--- src/rtl/ide_decode_pkg.sv ---
// constants for the ide chip select and transceiver decoder
// assumes a host i/o bus with 10 decoded address bits
package ide_decode_pkg;
  localparam int          ADDR_W         = 10;
  localparam logic [9:0]  PRIMARY_BASE   = 10'h1f0;
  localparam logic [9:0]  PRIMARY_MASK   = 10'h3f8;
  localparam logic [9:0]  ALTERNATE_BASE = 10'h3f6;
  localparam logic [9:0]  ALTERNATE_MASK = 10'h3fe;
  localparam int          DMA_ENABLE_BIT = 1;
  localparam int          CFG_W          = 8;
endpackage

--- src/rtl/ide_chip_select_decoder.sv ---
// ide chip select, transceiver enable and bit-7 path control
// assumes host strobes and drive inputs are asynchronous pins; all outputs are
// registered, so each decision lands two sync stages plus one edge after its pin inputs and one edge after the config word
`timescale 1ns/1ps
module ide_chip_select_decoder
  import ide_decode_pkg::*;
(
  input  wire logic                        clk,
  input  wire logic                        reset_n,
  input  wire logic [ide_decode_pkg::ADDR_W-1:0] host_addr,
  input  wire logic                        host_aen,
  input  wire logic                        host_rd_n,
  input  wire logic                        host_wr_n,
  input  wire logic                        host_d7_in,
  input  wire logic                        drive_wide_cycle_n,
  input  wire logic                        drive_bit7_in,
  input  wire logic                        drive_dma_ack_n,
  input  wire logic                        disk_change_in,
  input  wire logic [ide_decode_pkg::CFG_W-1:0] function_config_reg,
  output logic                             primary_drive_select_n,
  output logic                             alternate_drive_select_n,
  output logic                             low_byte_xcvr_enable_n,
  output logic                             high_byte_xcvr_enable_n,
  output logic                             host_d7_out,
  output logic                             host_d7_oe,
  output logic                             drive_bit7_line,
  output logic                             drive_bit7_oe
);
  import ide_decode_pkg::*;

  // the decode tables below are written for a full ten-bit i/o address
  if (ADDR_W != 10)
  begin : g_addr_width
    $error("host address must be ten bits wide");
  end
  if ((PRIMARY_BASE & ~PRIMARY_MASK) != 10'h000)
  begin : g_primary_align
    $error("primary base has bits outside its mask");
  end
  if ((ALTERNATE_BASE & ~ALTERNATE_MASK) != 10'h000)
  begin : g_alternate_align
    $error("alternate base has bits outside its mask");
  end
  // bit 0 must stay open so the alternate block can split 3f6h from 3f7h
  if (ALTERNATE_MASK[0] != 1'b0)
  begin : g_alternate_split
    $error("alternate mask must leave address bit 0 free");
  end
  if ((ALTERNATE_BASE & PRIMARY_MASK) == PRIMARY_BASE)
  begin : g_block_overlap
    $error("alternate block falls inside the primary block");
  end
  if (DMA_ENABLE_BIT >= CFG_W)
  begin : g_cfg_bit
    $error("dma enable bit lies outside the config word");
  end

  // one snapshot of every pin the decode looks at
  typedef struct packed {
    logic [ADDR_W-1:0] addr;
    logic              aen;
    logic              rd_n;
    logic              wr_n;
    logic              wide_n;
    logic              ack_n;
    logic              host_d7;
    logic              drive_d7;
    logic              change;
  } pins_t;

  // strobes decoded to active high
  typedef struct packed {
    logic rd;
    logic wr;
    logic any;
    logic wide;
    logic ack;
  } strobe_t;

  typedef struct packed {
    logic pri;
    logic alt;
    logic alt_ctl;
    logic alt_chg;
  } sel_t;

  typedef struct packed {
    logic hd7;
    logic hd7_oe;
    logic dd7;
    logic dd7_oe;
  } b7_t;

  typedef struct packed {
    logic pri_n;
    logic alt_n;
    logic lo_n;
    logic hi_n;
    logic hd7;
    logic hd7_oe;
    logic dd7;
    logic dd7_oe;
  } outs_t;

  // two synchroniser stages and the output register; only sync2 is decoded
  typedef struct packed {
    pins_t sync1;
    pins_t sync2;
    outs_t outs;
  } state_t;

  // idle pins: strobes and acknowledge high, aen high so nothing selects
  localparam pins_t PINS_IDLE = '{
    addr:     '0,
    aen:      1'b1,
    rd_n:     1'b1,
    wr_n:     1'b1,
    wide_n:   1'b1,
    ack_n:    1'b1,
    host_d7:  1'b0,
    drive_d7: 1'b0,
    change:   1'b0
  };

  localparam outs_t OUTS_IDLE = '{
    pri_n:  1'b1,
    alt_n:  1'b1,
    lo_n:   1'b1,
    hi_n:   1'b1,
    hd7:    1'b0,
    hd7_oe: 1'b0,
    dd7:    1'b0,
    dd7_oe: 1'b0
  };

  state_t s_q;
  state_t s_d;
  pins_t  pins_now;

  function automatic logic in_block(input logic [ADDR_W-1:0] a,
                                    input logic [ADDR_W-1:0] base,
                                    input logic [ADDR_W-1:0] mask);
    in_block = ((a & mask) == base);
  endfunction

  function automatic strobe_t strobes(input pins_t p);
    strobe_t s;
    s.rd    = ~p.rd_n;
    s.wr    = ~p.wr_n;
    s.any   = ~p.rd_n | ~p.wr_n;
    s.wide  = ~p.wide_n;
    s.ack   = ~p.ack_n;
    strobes = s;
  endfunction

  function automatic sel_t selects(input pins_t p,
                                   input logic  dma_cyc);
    logic io_cyc;
    sel_t s;
    // aen high marks a dma controller cycle, which must never select a drive
    io_cyc    = ~p.aen & ~dma_cyc;
    s.pri     = in_block(p.addr, PRIMARY_BASE, PRIMARY_MASK) & io_cyc;
    s.alt     = in_block(p.addr, ALTERNATE_BASE, ALTERNATE_MASK) & io_cyc;
    s.alt_ctl = s.alt & ~p.addr[0];
    s.alt_chg = s.alt & p.addr[0];
    selects   = s;
  endfunction

  // 3f7h writes leave the low byte shut so the floppy side keeps that address
  function automatic logic low_enable_n(input sel_t    s,
                                        input strobe_t st,
                                        input logic    dma_cyc);
    logic on;
    on = 1'b0;
    if (s.pri && st.any)
    begin
      on = 1'b1;
    end
    if (s.alt_ctl && st.any)
    begin
      on = 1'b1;
    end
    if (s.alt_chg && st.rd)
    begin
      on = 1'b1;
    end
    if (dma_cyc && st.any)
    begin
      on = 1'b1;
    end
    low_enable_n = ~on;
  endfunction

  // the upper byte opens only for a primary cycle the drive flags as wide
  function automatic logic high_enable_n(input sel_t    s,
                                         input strobe_t st);
    logic on;
    on            = s.pri & st.any;
    on            = on & st.wide;
    high_enable_n = ~on;
  endfunction

  function automatic b7_t bit7_path(input pins_t   p,
                                    input sel_t    s,
                                    input strobe_t st,
                                    input logic    dma_cyc);
    logic drive_side;
    b7_t  b;
    // 3f7h is left out: bit 7 there belongs to the floppy change flag
    drive_side = s.pri | s.alt_ctl | dma_cyc;
    b.hd7_oe   = (drive_side & st.rd) | (s.alt_chg & st.rd);
    if (s.alt_chg)
    begin
      b.hd7 = p.change;
    end
    else
    begin
      b.hd7 = p.drive_d7;
    end
    b.dd7_oe  = drive_side & st.wr;
    b.dd7     = p.host_d7;
    bit7_path = b;
  endfunction

  function automatic outs_t decode(input pins_t p,
                                   input logic  dma_on);
    strobe_t st;
    sel_t    s;
    b7_t     b;
    logic    dma_cyc;
    outs_t   o;
    st       = strobes(p);
    // the acknowledge counts only once software has switched dma support on
    dma_cyc  = dma_on & st.ack;
    s        = selects(p, dma_cyc);
    b        = bit7_path(p, s, st, dma_cyc);
    o.pri_n  = ~s.pri;
    o.alt_n  = ~s.alt;
    o.lo_n   = low_enable_n(s, st, dma_cyc);
    o.hi_n   = high_enable_n(s, st);
    o.hd7    = b.hd7;
    o.hd7_oe = b.hd7_oe;
    o.dd7    = b.dd7;
    o.dd7_oe = b.dd7_oe;
    decode   = o;
  endfunction

  // a strobe shorter than one clock period can fall between edges and never reach the outputs
  assign pins_now = '{addr:     host_addr,
                      aen:      host_aen,
                      rd_n:     host_rd_n,
                      wr_n:     host_wr_n,
                      wide_n:   drive_wide_cycle_n,
                      ack_n:    drive_dma_ack_n,
                      host_d7:  host_d7_in,
                      drive_d7: drive_bit7_in,
                      change:   disk_change_in};

  always_comb
  begin
    s_d       = s_q;
    s_d.sync1 = pins_now;
    s_d.sync2 = s_q.sync1;
    // the config word is a register of this clock, so it skips the synchroniser
    s_d.outs  = decode(s_q.sync2, function_config_reg[DMA_ENABLE_BIT]);
  end

  always_ff @(posedge clk or negedge reset_n)
  begin
    if (!reset_n)
    begin
      s_q <= '{sync1: PINS_IDLE, sync2: PINS_IDLE, outs: OUTS_IDLE};
    end
    else
    begin
      s_q <= s_d;
    end
  end

  // every output is a field of the output register, with no logic after it
  assign primary_drive_select_n   = s_q.outs.pri_n;
  assign alternate_drive_select_n = s_q.outs.alt_n;
  assign low_byte_xcvr_enable_n   = s_q.outs.lo_n;
  assign high_byte_xcvr_enable_n  = s_q.outs.hi_n;
  assign host_d7_out              = s_q.outs.hd7;
  assign host_d7_oe               = s_q.outs.hd7_oe;
  assign drive_bit7_line          = s_q.outs.dd7;
  assign drive_bit7_oe            = s_q.outs.dd7_oe;
endmodule

--- config.mk ---
export PLATFORM = sky130hd
export DESIGN_NAME = ide_chip_select_decoder
export DESIGN_NICKNAME = d
export VERILOG_FILES = /design/src/rtl/ide_decode_pkg.sv /design/src/rtl/ide_chip_select_decoder.sv
export SDC_FILE = /design/constraint.sdc
export NUM_CORES = 1
export LEC_CHECK = 0
export BUFFER_PORTS_ARGS = -buffer_cell sky130_fd_sc_hd__buf_2
export CAP_MARGIN = 5
export CORE_AREA = 10 10 62 64
export CTS_CLUSTER_DIAMETER = 50
export DETAILED_ROUTE_END_ITERATION = 8
export DIE_AREA = 0 0 72 74
export MAX_ROUTING_LAYER = met4
export PLACE_DENSITY_LB_ADDON = 0.08
export SETUP_SLACK_MARGIN = 0.4
export SLEW_MARGIN = 20
export SYNTH_ARGS = -nofsm -noshare
export SYNTH_HDL_FRONTEND = slang
export SYNTH_SLANG_ARGS = --single-unit
--- constraint.sdc ---
create_clock -name clk -period 1.9 [get_ports clk]
set_input_delay 0 -clock clk [delete_from_list [all_inputs] [get_ports clk]]
set_output_delay 0 -clock clk [all_outputs]
set_load 0.01 [all_outputs]
Yosys cells after proc, flatten, opt, wreduce, memory -nomap -nowiden

Index checks and enable logic that the tools add are counted.

Flip-flop bits (word level): 44
Bits of input ports: 28
Output and inout bits: 8

Equal/unequal tests: 2
Bitwise operators: 26
Reduce and logical (&&, ||, !) cells: 4
Muxes and demuxes: 5

Operators with widths:

| operator                                                              | count |
|---|---|
| 1-bit AND                                                             | 11 |
| 1-bit inverter                                                        | 11 |
| 9-bit equality test, second input constant                            | 1 |
| 7-bit by 6-bit equality test with 1-bit output, second input constant | 1 |
| 1-bit two-way mux                                                     | 5 |
| 1-bit logical AND                                                     | 4 |
| 1-bit OR                                                              | 4 |

Depth between registers and ports, before layout

Gate-level depths: netlist (run 1).

Depth after elaboration: 11
Gate-level depth with buffers: 5
Gate-level depth less buffers: 4

Least setup slack after synthesis (run 1)

Ideal clock, no wire load.

Path kind: register to register
From: register s_q[15] in the netlist's numbering
To: register s_q, in the netlist host_d7_out
Cell stages (with the launch flop): 6
Required time: 1.775 ns
Arrival time: 1.270 ns
Setup time: 0.125 ns
Clock period less this slack: 1.395 ns
Slack: 0.505 ns
Path through: dfstp_2 > nor4bb_1 > and4_1 > buf_4 > nand4_2 > mux2_4

RTL lines:

| element                | line                           | source |
|---|---|---|
| start, declared        | ide_chip_select_decoder.sv:136 | `state_t s_q;` |
| start signal, assigned | ide_chip_select_decoder.sv:272 | `s_q <= '{sync1: PINS_IDLE, sync2: PINS_IDLE, outs: OUTS_IDLE};` |

==> results of run 1 <==
-- power groups by stage --
stage	combinational (W)	clock (W)	sequential (W)
2_1_floorplan	0.0000129	0	0.00102
3_3_place_gp	0.0000576	0	0.00102
3_5_place_dp	0.0000607	0	0.00102
4_1_cts	0.0000940	0.000693	0.00100
5_1_grt	0.000104	0.000735	0.00101
6_report	0.0000919	0.000673	0.00100
-- logic make-up after synthesis --
group,after synthesis,share of synthesized area
AND/OR/NAND/NOR,12,0.0574
multiplexers,1,0.0119
AO/OA/AOI/OAI,7,0.0337
buffers and inverters,3,0.0119
flip-flops,44,0.885
-- worst max-delay path by stage --
stage / to / slack, ns / depth (start not counted)
floorplan: host_d7_out / 0.50 / 5
global placement: host_d7_out / 0.31 / 4
detailed placement: host_d7_out / 0.29 / 4
CTS: host_d7_out / 0.40 / 4
global route: host_d7_out / 0.33 / 4
finish: host_d7_out / 0.40 / 4
-- per-layer routing --
layer	vias to the layer above	track usage	routed length, um
li1	328	-	-
met1	324	0.0882	789
met2	27	0.120	896
met3	6	0.0412	149
met4	0	0.0538	40
met5	-	-	0
-- metrics by stage --
step / total power, W / area, um2 / std cells / hold WS, ns / util
floorplan: 0.00103 / 1260 / 67 / -0.296 / -
global placement: 0.00108 / 1440 / 125 / 0.105 / 0.539
detailed placement: 0.00108 / 1440 / 125 / 0.106 / 0.539
CTS: 0.00179 / 1760 / 154 / 0.266 / 0.662
global route: 0.00185 / 1760 / 154 / 0.266 / 0.662
finish: 0.00177 / 1760 / 154 / 0.280 / 0.662
-- area by class of cell --
class / count / area (um2)
sequential: 44 / 1120
fill: 185 / 901
timing repair buffer: 49 / 348
multi-input combinational: 20 / 148
clock inverter: 2 / 60.1
clock buffer: 6 / 41.3
tap: 31 / 38.8
inverter: 2 / 7.51
-- placed cells by master (no fill, tap or decap), drive strengths merged --
master / n
nor4bb: 1
bufinv: 2
nand2: 2
a21oi: 3
buf: 29
a22o: 1
mux2: 1
nor2: 3
nand4: 1
o21ai: 2
and4: 1
nor2b: 1
nand3: 2
dlygate4sd3: 20
dfstp: 14
dfrtp: 30
inv: 2
clkbuf: 6
a211o: 1
nand2b: 1
-- repair_timing --
action	in CTS	in global routing
pin swaps	1	1
endpoints found under the hold margin	50	0
buffers inserted	1	0
hold buffers	20	0
endpoints found under the setup margin	2	1
gates resized for setup	4	0
==> summary.txt, run 1 <==
Outcome
  – Run status: finished clean

Power and ir drop
  – Internal Power: 0.00145 W
  – Sw Share: 0.178
  – Pleak: 0.824 nW
  – Max VDD drop: 0.822 mV
  – P_sw: 0.000316 W
  – Clock network power share: 0.381
  – Combinational share of power: 0.052
  – Power Dens Cells: 1000 mW/mm2
  – Sequential share of power: 0.568

Synth
  – Avg Synthesized Cell Area: 18.9 um2
  – FFs w/ async S/R, synth: 1.00
  – Ys Warns: 0
  – Syn Nets: 95
  – Most common cell in the netlist: dfrtp_1
  – Mapped Area: 0.00126 mm2
  – Flop and latch count out of synthesis: 44
  – Unique masters post-synth: 17
  – Synth cell count leaders: dfrtp_1 (30), dfstp_2 (14), a21oi_1 (3), nor2_1 (3)
  – Cell count after synthesis: 67
  – Synth top area cells: dfrtp_1 (59%), dfstp_2 (29%), a21oi_1 (1.2%), mux2_4 (1.2%), nand4_2 (0.99%)
  – Cell taking the most area after synthesis: dfrtp_1
  – Post-synth top area share: 0.594
  – Primary FF master, synth: dfrtp_1
  – Sequential fraction of the synthesis area: 0.885
  – Post-synth EDFFs: 0

Hold path
  – WHS Path Cells: 2
  – Hold Path Class: input port to flop
  – Hold Startpoint: host_addr[1]
  – Hold EP: s_d[17]

STA
  – Fin worst setup slack: 0.397 ns
  – Final setup TNS: 0 ns
  – Worst-Margin Slew: 0.871 ns
  – Relative slew slack: 0.419
  – Endpoints failing setup: 0
  – Highest clock rate: 665 MHz
  – Setup Skew: 0.00953 ns
  – Final Max Slew Viols: 0
  – RSZ-0062 raised after global routing: yes
  – Final Critical Period: 1.50 ns
  – Final hold vios: 0
  – Final cycle utilization of the critical path: 0.791

Global routing
  – Total track usage: 0.0826
  – Initial antenna violation count: 0
  – Congestion Overflow GR: 0
  – Largest net degree at the start of global routing: 45
  – First-pass GRT wire length: 3260 um
  – Number of global-route vias before repair: 746

Cells and area
  – Proportion of layout cells with a drive suffix above 1: 0.439
  – Fin nets: 150
  – Diodes inserted: 0
  – Largest register FFs: 19
  – Area growth, synth to finish: 39.4%

Setup path
  – R2R cell count: 4
  – Critical R2R Launch: s_q[19]
  – Crit Path Class: flop to flop
  – Worst setup startpoint: s_q[19]
  – Critical Path RT: 2.13 ns
  – Max incr delay on CP: 0.41 ns
  – Startpoint Class: flop
  – Crit path cell chain: nor4bb_4 -> and4_4 -> nand4_2 -> mux2_4
  – Worst path top cell family by delay: simple AND/OR/NAND/NOR gates
  – Crit Path Max Fanout: 4
  – R2R Path End: host_d7_out
  – Slowest CP cell: dfrtp_1
  – CP arrival: 1.73 ns
  – Crit path buf inv count: 0
  – R2R Setup Slk: 0.40 ns
  – Nature of the critical path endpoint: flop

Job
  – Max-cap violation count: 0

Floorplan
  – Die area: 0.00533 mm2
  – Num ports: 36
  – Chip Width: 72 um
  – Core area: 0.00266 mm2
  – Die Y: 74 um
  – Starting Density: 0.475
  – Rows: 19

Clocking
  – Worst-path clk slew: 0.12 ns
  – Clock Tree Buf Depth: 2
  – CTS buffer count: 5
  – Clk sinks: 44
  – CTS tree: done
  – H-tree Lvls: 2
  – Worst-Skew Late Latency: 0.34 ns
  – Root Buffer: clkbuf_4

Placement
  – GP Congestion: 0.862
  – Port-buffer cells: 28
  – Pre-CTS setup slack: 0.292 ns

Route
  – DRT Pass-1 Iters: 2
  – DR iter-0 viols: 28
  – Final WL: 1880 um
  – Via count: 685
  – DR DRC count: 0
  – Routed Antenna Nets: 0
  – Per-cell routed wire length: 12.2 um
  – Vias/cell: 4.45
No activity file was read; power rests on OpenSTA's default activity.
==> run 2: changes to the inputs <==
- ABC_AREA: default -> 1
- CORE_AREA: 10 10 62 64 -> 10 10 63 65
- DIE_AREA: 0 0 72 74 -> 0 0 73 75
- clock period: 1.9 -> 1.45 ns (I/O delays scaled with it)
==> run 2 against run 1 <==
Compared with the run above: cell area increased by 0.21%; fmax grew 25%; hold slack worse by 0.048 ns; flip-flop and latch count stayed put; clock skew is 0.0030 ns higher; sequential power grew 32%; synthesized area rose by 3.0%; synthesized cell count grew 19%; clock-buffer cell count unchanged; critical path depth up 3; core utilization is 1.0 points lower; cell count up 10%; critical endpoint unchanged; largest cell class unchanged.
==> summary.txt, run 2 <==
Setup path
  – CP arrival: 1.44 ns (-0.29 ns)
  – Crit Path Class: flop to flop
  – Crit Path Max Fanout: 5 (+1)
  – Critical Path RT: 1.68 ns (-0.45 ns)
  – Worst setup startpoint: s_q[11]
  – Nature of the critical path endpoint: flop
  – Startpoint Class: flop
  – R2R Setup Slk: 0.25 ns (-0.15 ns)
  – Critical R2R Launch: s_q[11]

Global routing
  – Largest net degree at the start of global routing: 45 (unchanged)
  – Number of global-route vias before repair: 799 (+7.1%)
  – Total track usage: 0.0876 (+0.00496)
  – Initial antenna violation count: 0 (unchanged)
  – First-pass GRT wire length: 3440 um (+5.5%)
  – Congestion Overflow GR: 0 (unchanged)

Cells and area
  – Design area: 0.00177 mm2 (+0.21%)
  – Final Util: 0.651 (-0.0102)
  – Fin nets: 166 (+11%)
  – Final Non-Filler Cells: 170 (+10%)
  – Diodes inserted: 0 (unchanged)
  – Commonest non-fill, non-tap cell in the layout: dfrtp_1
  – Area growth, synth to finish: 35.7%
  – Proportion of layout cells with a drive suffix above 1: 0.460 (+0.0214)
  – Most frequent cells in the layout: dfrtp_1 (30), buf_2 (28), dlygate4sd3_1 (20)
  – Largest register FFs: 19 (unchanged)

Route
  – DRT Pass-1 Iters: 2 (unchanged)
  – Vias/cell: 4.29 (-3.6%)
  – Via count: 729 (+6.4%)
  – DR DRC count: 0 (unchanged)
  – DR iter-0 viols: 24 (-14%)
  – Routed Antenna Nets: 0 (unchanged)
  – Per-cell routed wire length: 12.1 um (-0.62%)
  – Final WL: 2060 um (+9.7%)

Floorplan
  – Rows: 19 (unchanged)
  – Core area: 0.00271 mm2 (+1.8%)
  – Num ports: 36 (unchanged)
  – Die Y: 75 um (+1.4%)
  – Chip Width: 73 um (+1.4%)
  – Die area: 0.00548 mm2 (+2.8%)
  – Starting Density: 0.480 (+0.00552)

Synth
  – Post-synth top area share: 0.577 (-0.0171)
  – Sequential fraction of the synthesis area: 0.860 (-0.0255)
  – Syn Nets: 108 (+14%)
  – Ys Warns: 0 (unchanged)
  – Synth top area cells: dfrtp_1 (58%), dfstp_2 (28%), nand2_1 (3.2%), inv_1 (2.0%), nor2_4 (1.7%)
  – Post-synth EDFFs: 0 (unchanged)
  – Cell taking the most area after synthesis: dfrtp_1
  – Unique masters post-synth: 13 (-4)
  – Cell count after synthesis: 80 (+19%)
  – FFs w/ async S/R, synth: 1.00 (unchanged)
  – Primary FF master, synth: dfrtp_1
  – Mapped Area: 0.00130 mm2 (+3.0%)
  – Avg Synthesized Cell Area: 16.3 um2 (-14%)
  – Synth cell count leaders: dfrtp_1 (30), dfstp_2 (14), nand2_1 (11)
  – Flop and latch count out of synthesis: 44 (unchanged)
  – Most common cell in the netlist: dfrtp_1

Clocking
  – Worst-path clk slew: 0.12 ns (about the same)
  – Worst-Skew Late Latency: 0.34 ns (about the same)
  – H-tree Lvls: 2 (unchanged)
  – Clk sinks: 44 (unchanged)
  – CTS tree: done
  – CTS buffer count: 5 (unchanged)
  – Clock Tree Buf Depth: 2 (unchanged)
  – Root Buffer: clkbuf_4

Power and ir drop
  – Max VDD drop: 0.774 mV (-5.8%)
  – Pleak: 0.829 nW (+0.58%)
  – Design Power: 0.00199 W (+12%)
  – Power Dens Cells: 1120 mW/mm2 (+12%)

STA
  – Final setup TNS: 0 ns (unchanged)
  – Highest clock rate: 831 MHz (+25%)
  – Final cycle utilization of the critical path: 0.830 (+0.0391)
  – RSZ-0062 raised after global routing: yes
  – Final Critical Period: 1.20 ns (-0.299 ns)
  – Setup Skew: 0.0125 ns (+0.00298 ns)
  – Relative slew slack: 0.667 (+0.248)
  – Worst-Margin Slew: 0.499 ns (-0.372 ns)
  – Final Max Slew Viols: 0 (unchanged)
  – Final hold vios: 0 (unchanged)
  – Endpoints failing setup: 0 (unchanged)

Placement
  – GP Congestion: 0.749 (-13%)
  – Placement-stage cell area: 0.00149 mm2 (+4.0%)
  – Dpl hpwl: 1290 um
  – Port-buffer cells: 28 (unchanged)
  – DP Cell Count: 140 (+12%)

Hold path
  – Hold Path Class: input port to asynchronous set/reset pin

Outcome
  – Run status: finished clean

Job
  – Max-cap violation count: 0 (unchanged)
## run 2: changes by cell type after synthesis, moves of 2 or more
cell,delta
nor2_4,+2
nand2_1,+9
nand2_2,+2
nand3_1,+2
o21ai_0,-2
nand4_1,+2
inv_1,+5
## run 2: per-layer routing
layer | wire length [um] | global-route usage | up-vias | part of all wire
met5 | 0 | - | - | 0
met4 | 23 | 0.0443 | 0 | 0.011
met3 | 183 | 0.0552 | 4 | 0.089
met2 | 1060 | 0.138 | 25 | 0.51
met1 | 793 | 0.0818 | 337 | 0.39
li1 | - | - | 363 | -
## run 2: cells by family (layout without fill, tap and decap cells)
group                  after synthesis  in the layout  share of synthesized area
buffers and inverters                7             66                     0.0202
flip-flops                          44             44                      0.860
AO/OA/AOI/OAI                        4              4                     0.0183
AND/OR/NAND/NOR                     25             25                      0.102
## run 2: through the flow
stage / worst slack, ns / hold WS [ns]
after floorplan: 0.338 / -0.296
after global placement: 0.273 / 0.0829
after detailed placement: 0.264 / 0.0935
after CTS: 0.244 / 0.234
after global routing: 0.181 / 0.257
final: 0.246 / 0.232
## run 2: critical path, cell delays in order, from the launching register on
cell and delay (ns):
dfstp_2 0.55, inv_2 0.04, nand2_2 0.06, nand2_2 0.07
nor2_4 0.14, nand2_2 0.09, o21ai_2 0.11, nand2_1 0.05
## run 2: power by group
| part | internal (W) | switching (W) |
|---|---|---|
| Sequential | 0.00130 | 0.0000192 |
| Clock | 0.000187 | 0.000350 |
| Combinational | 0.0000721 | 0.0000606 |
## run 2: area by class of cell
| cell class | instances | area [um2] |
|---|---|---|
| sequential | 44 | 1120 |
| fill | 214 | 945 |
| clock inverter | 2 | 12.5 |
| tap | 31 | 38.8 |
| timing repair buffer | 51 | 363 |
| inverter | 7 | 26.3 |
| clock buffer | 6 | 41.3 |
| multi-input combinational | 29 | 165 |
## run 2: final timing paths
kind,end,cells after the start
worst max-delay path,host_d7_out,7
worst min-delay path,s_d[20],3
worst max register to register,host_d7_out,7
worst min register to register,s_q[18],0
max in group asynchronous,alternate_drive_select_n,3
min in group clk,s_d[24],2
## run 2: repair_timing
action,CTS,global route
buffers inserted,2,0
endpoints found under the hold margin,49,0
pin swaps,2,2
gates cloned,0,0
resized for setup,1,1
setup endpoints to repair,4,6
hold buffers,20,0
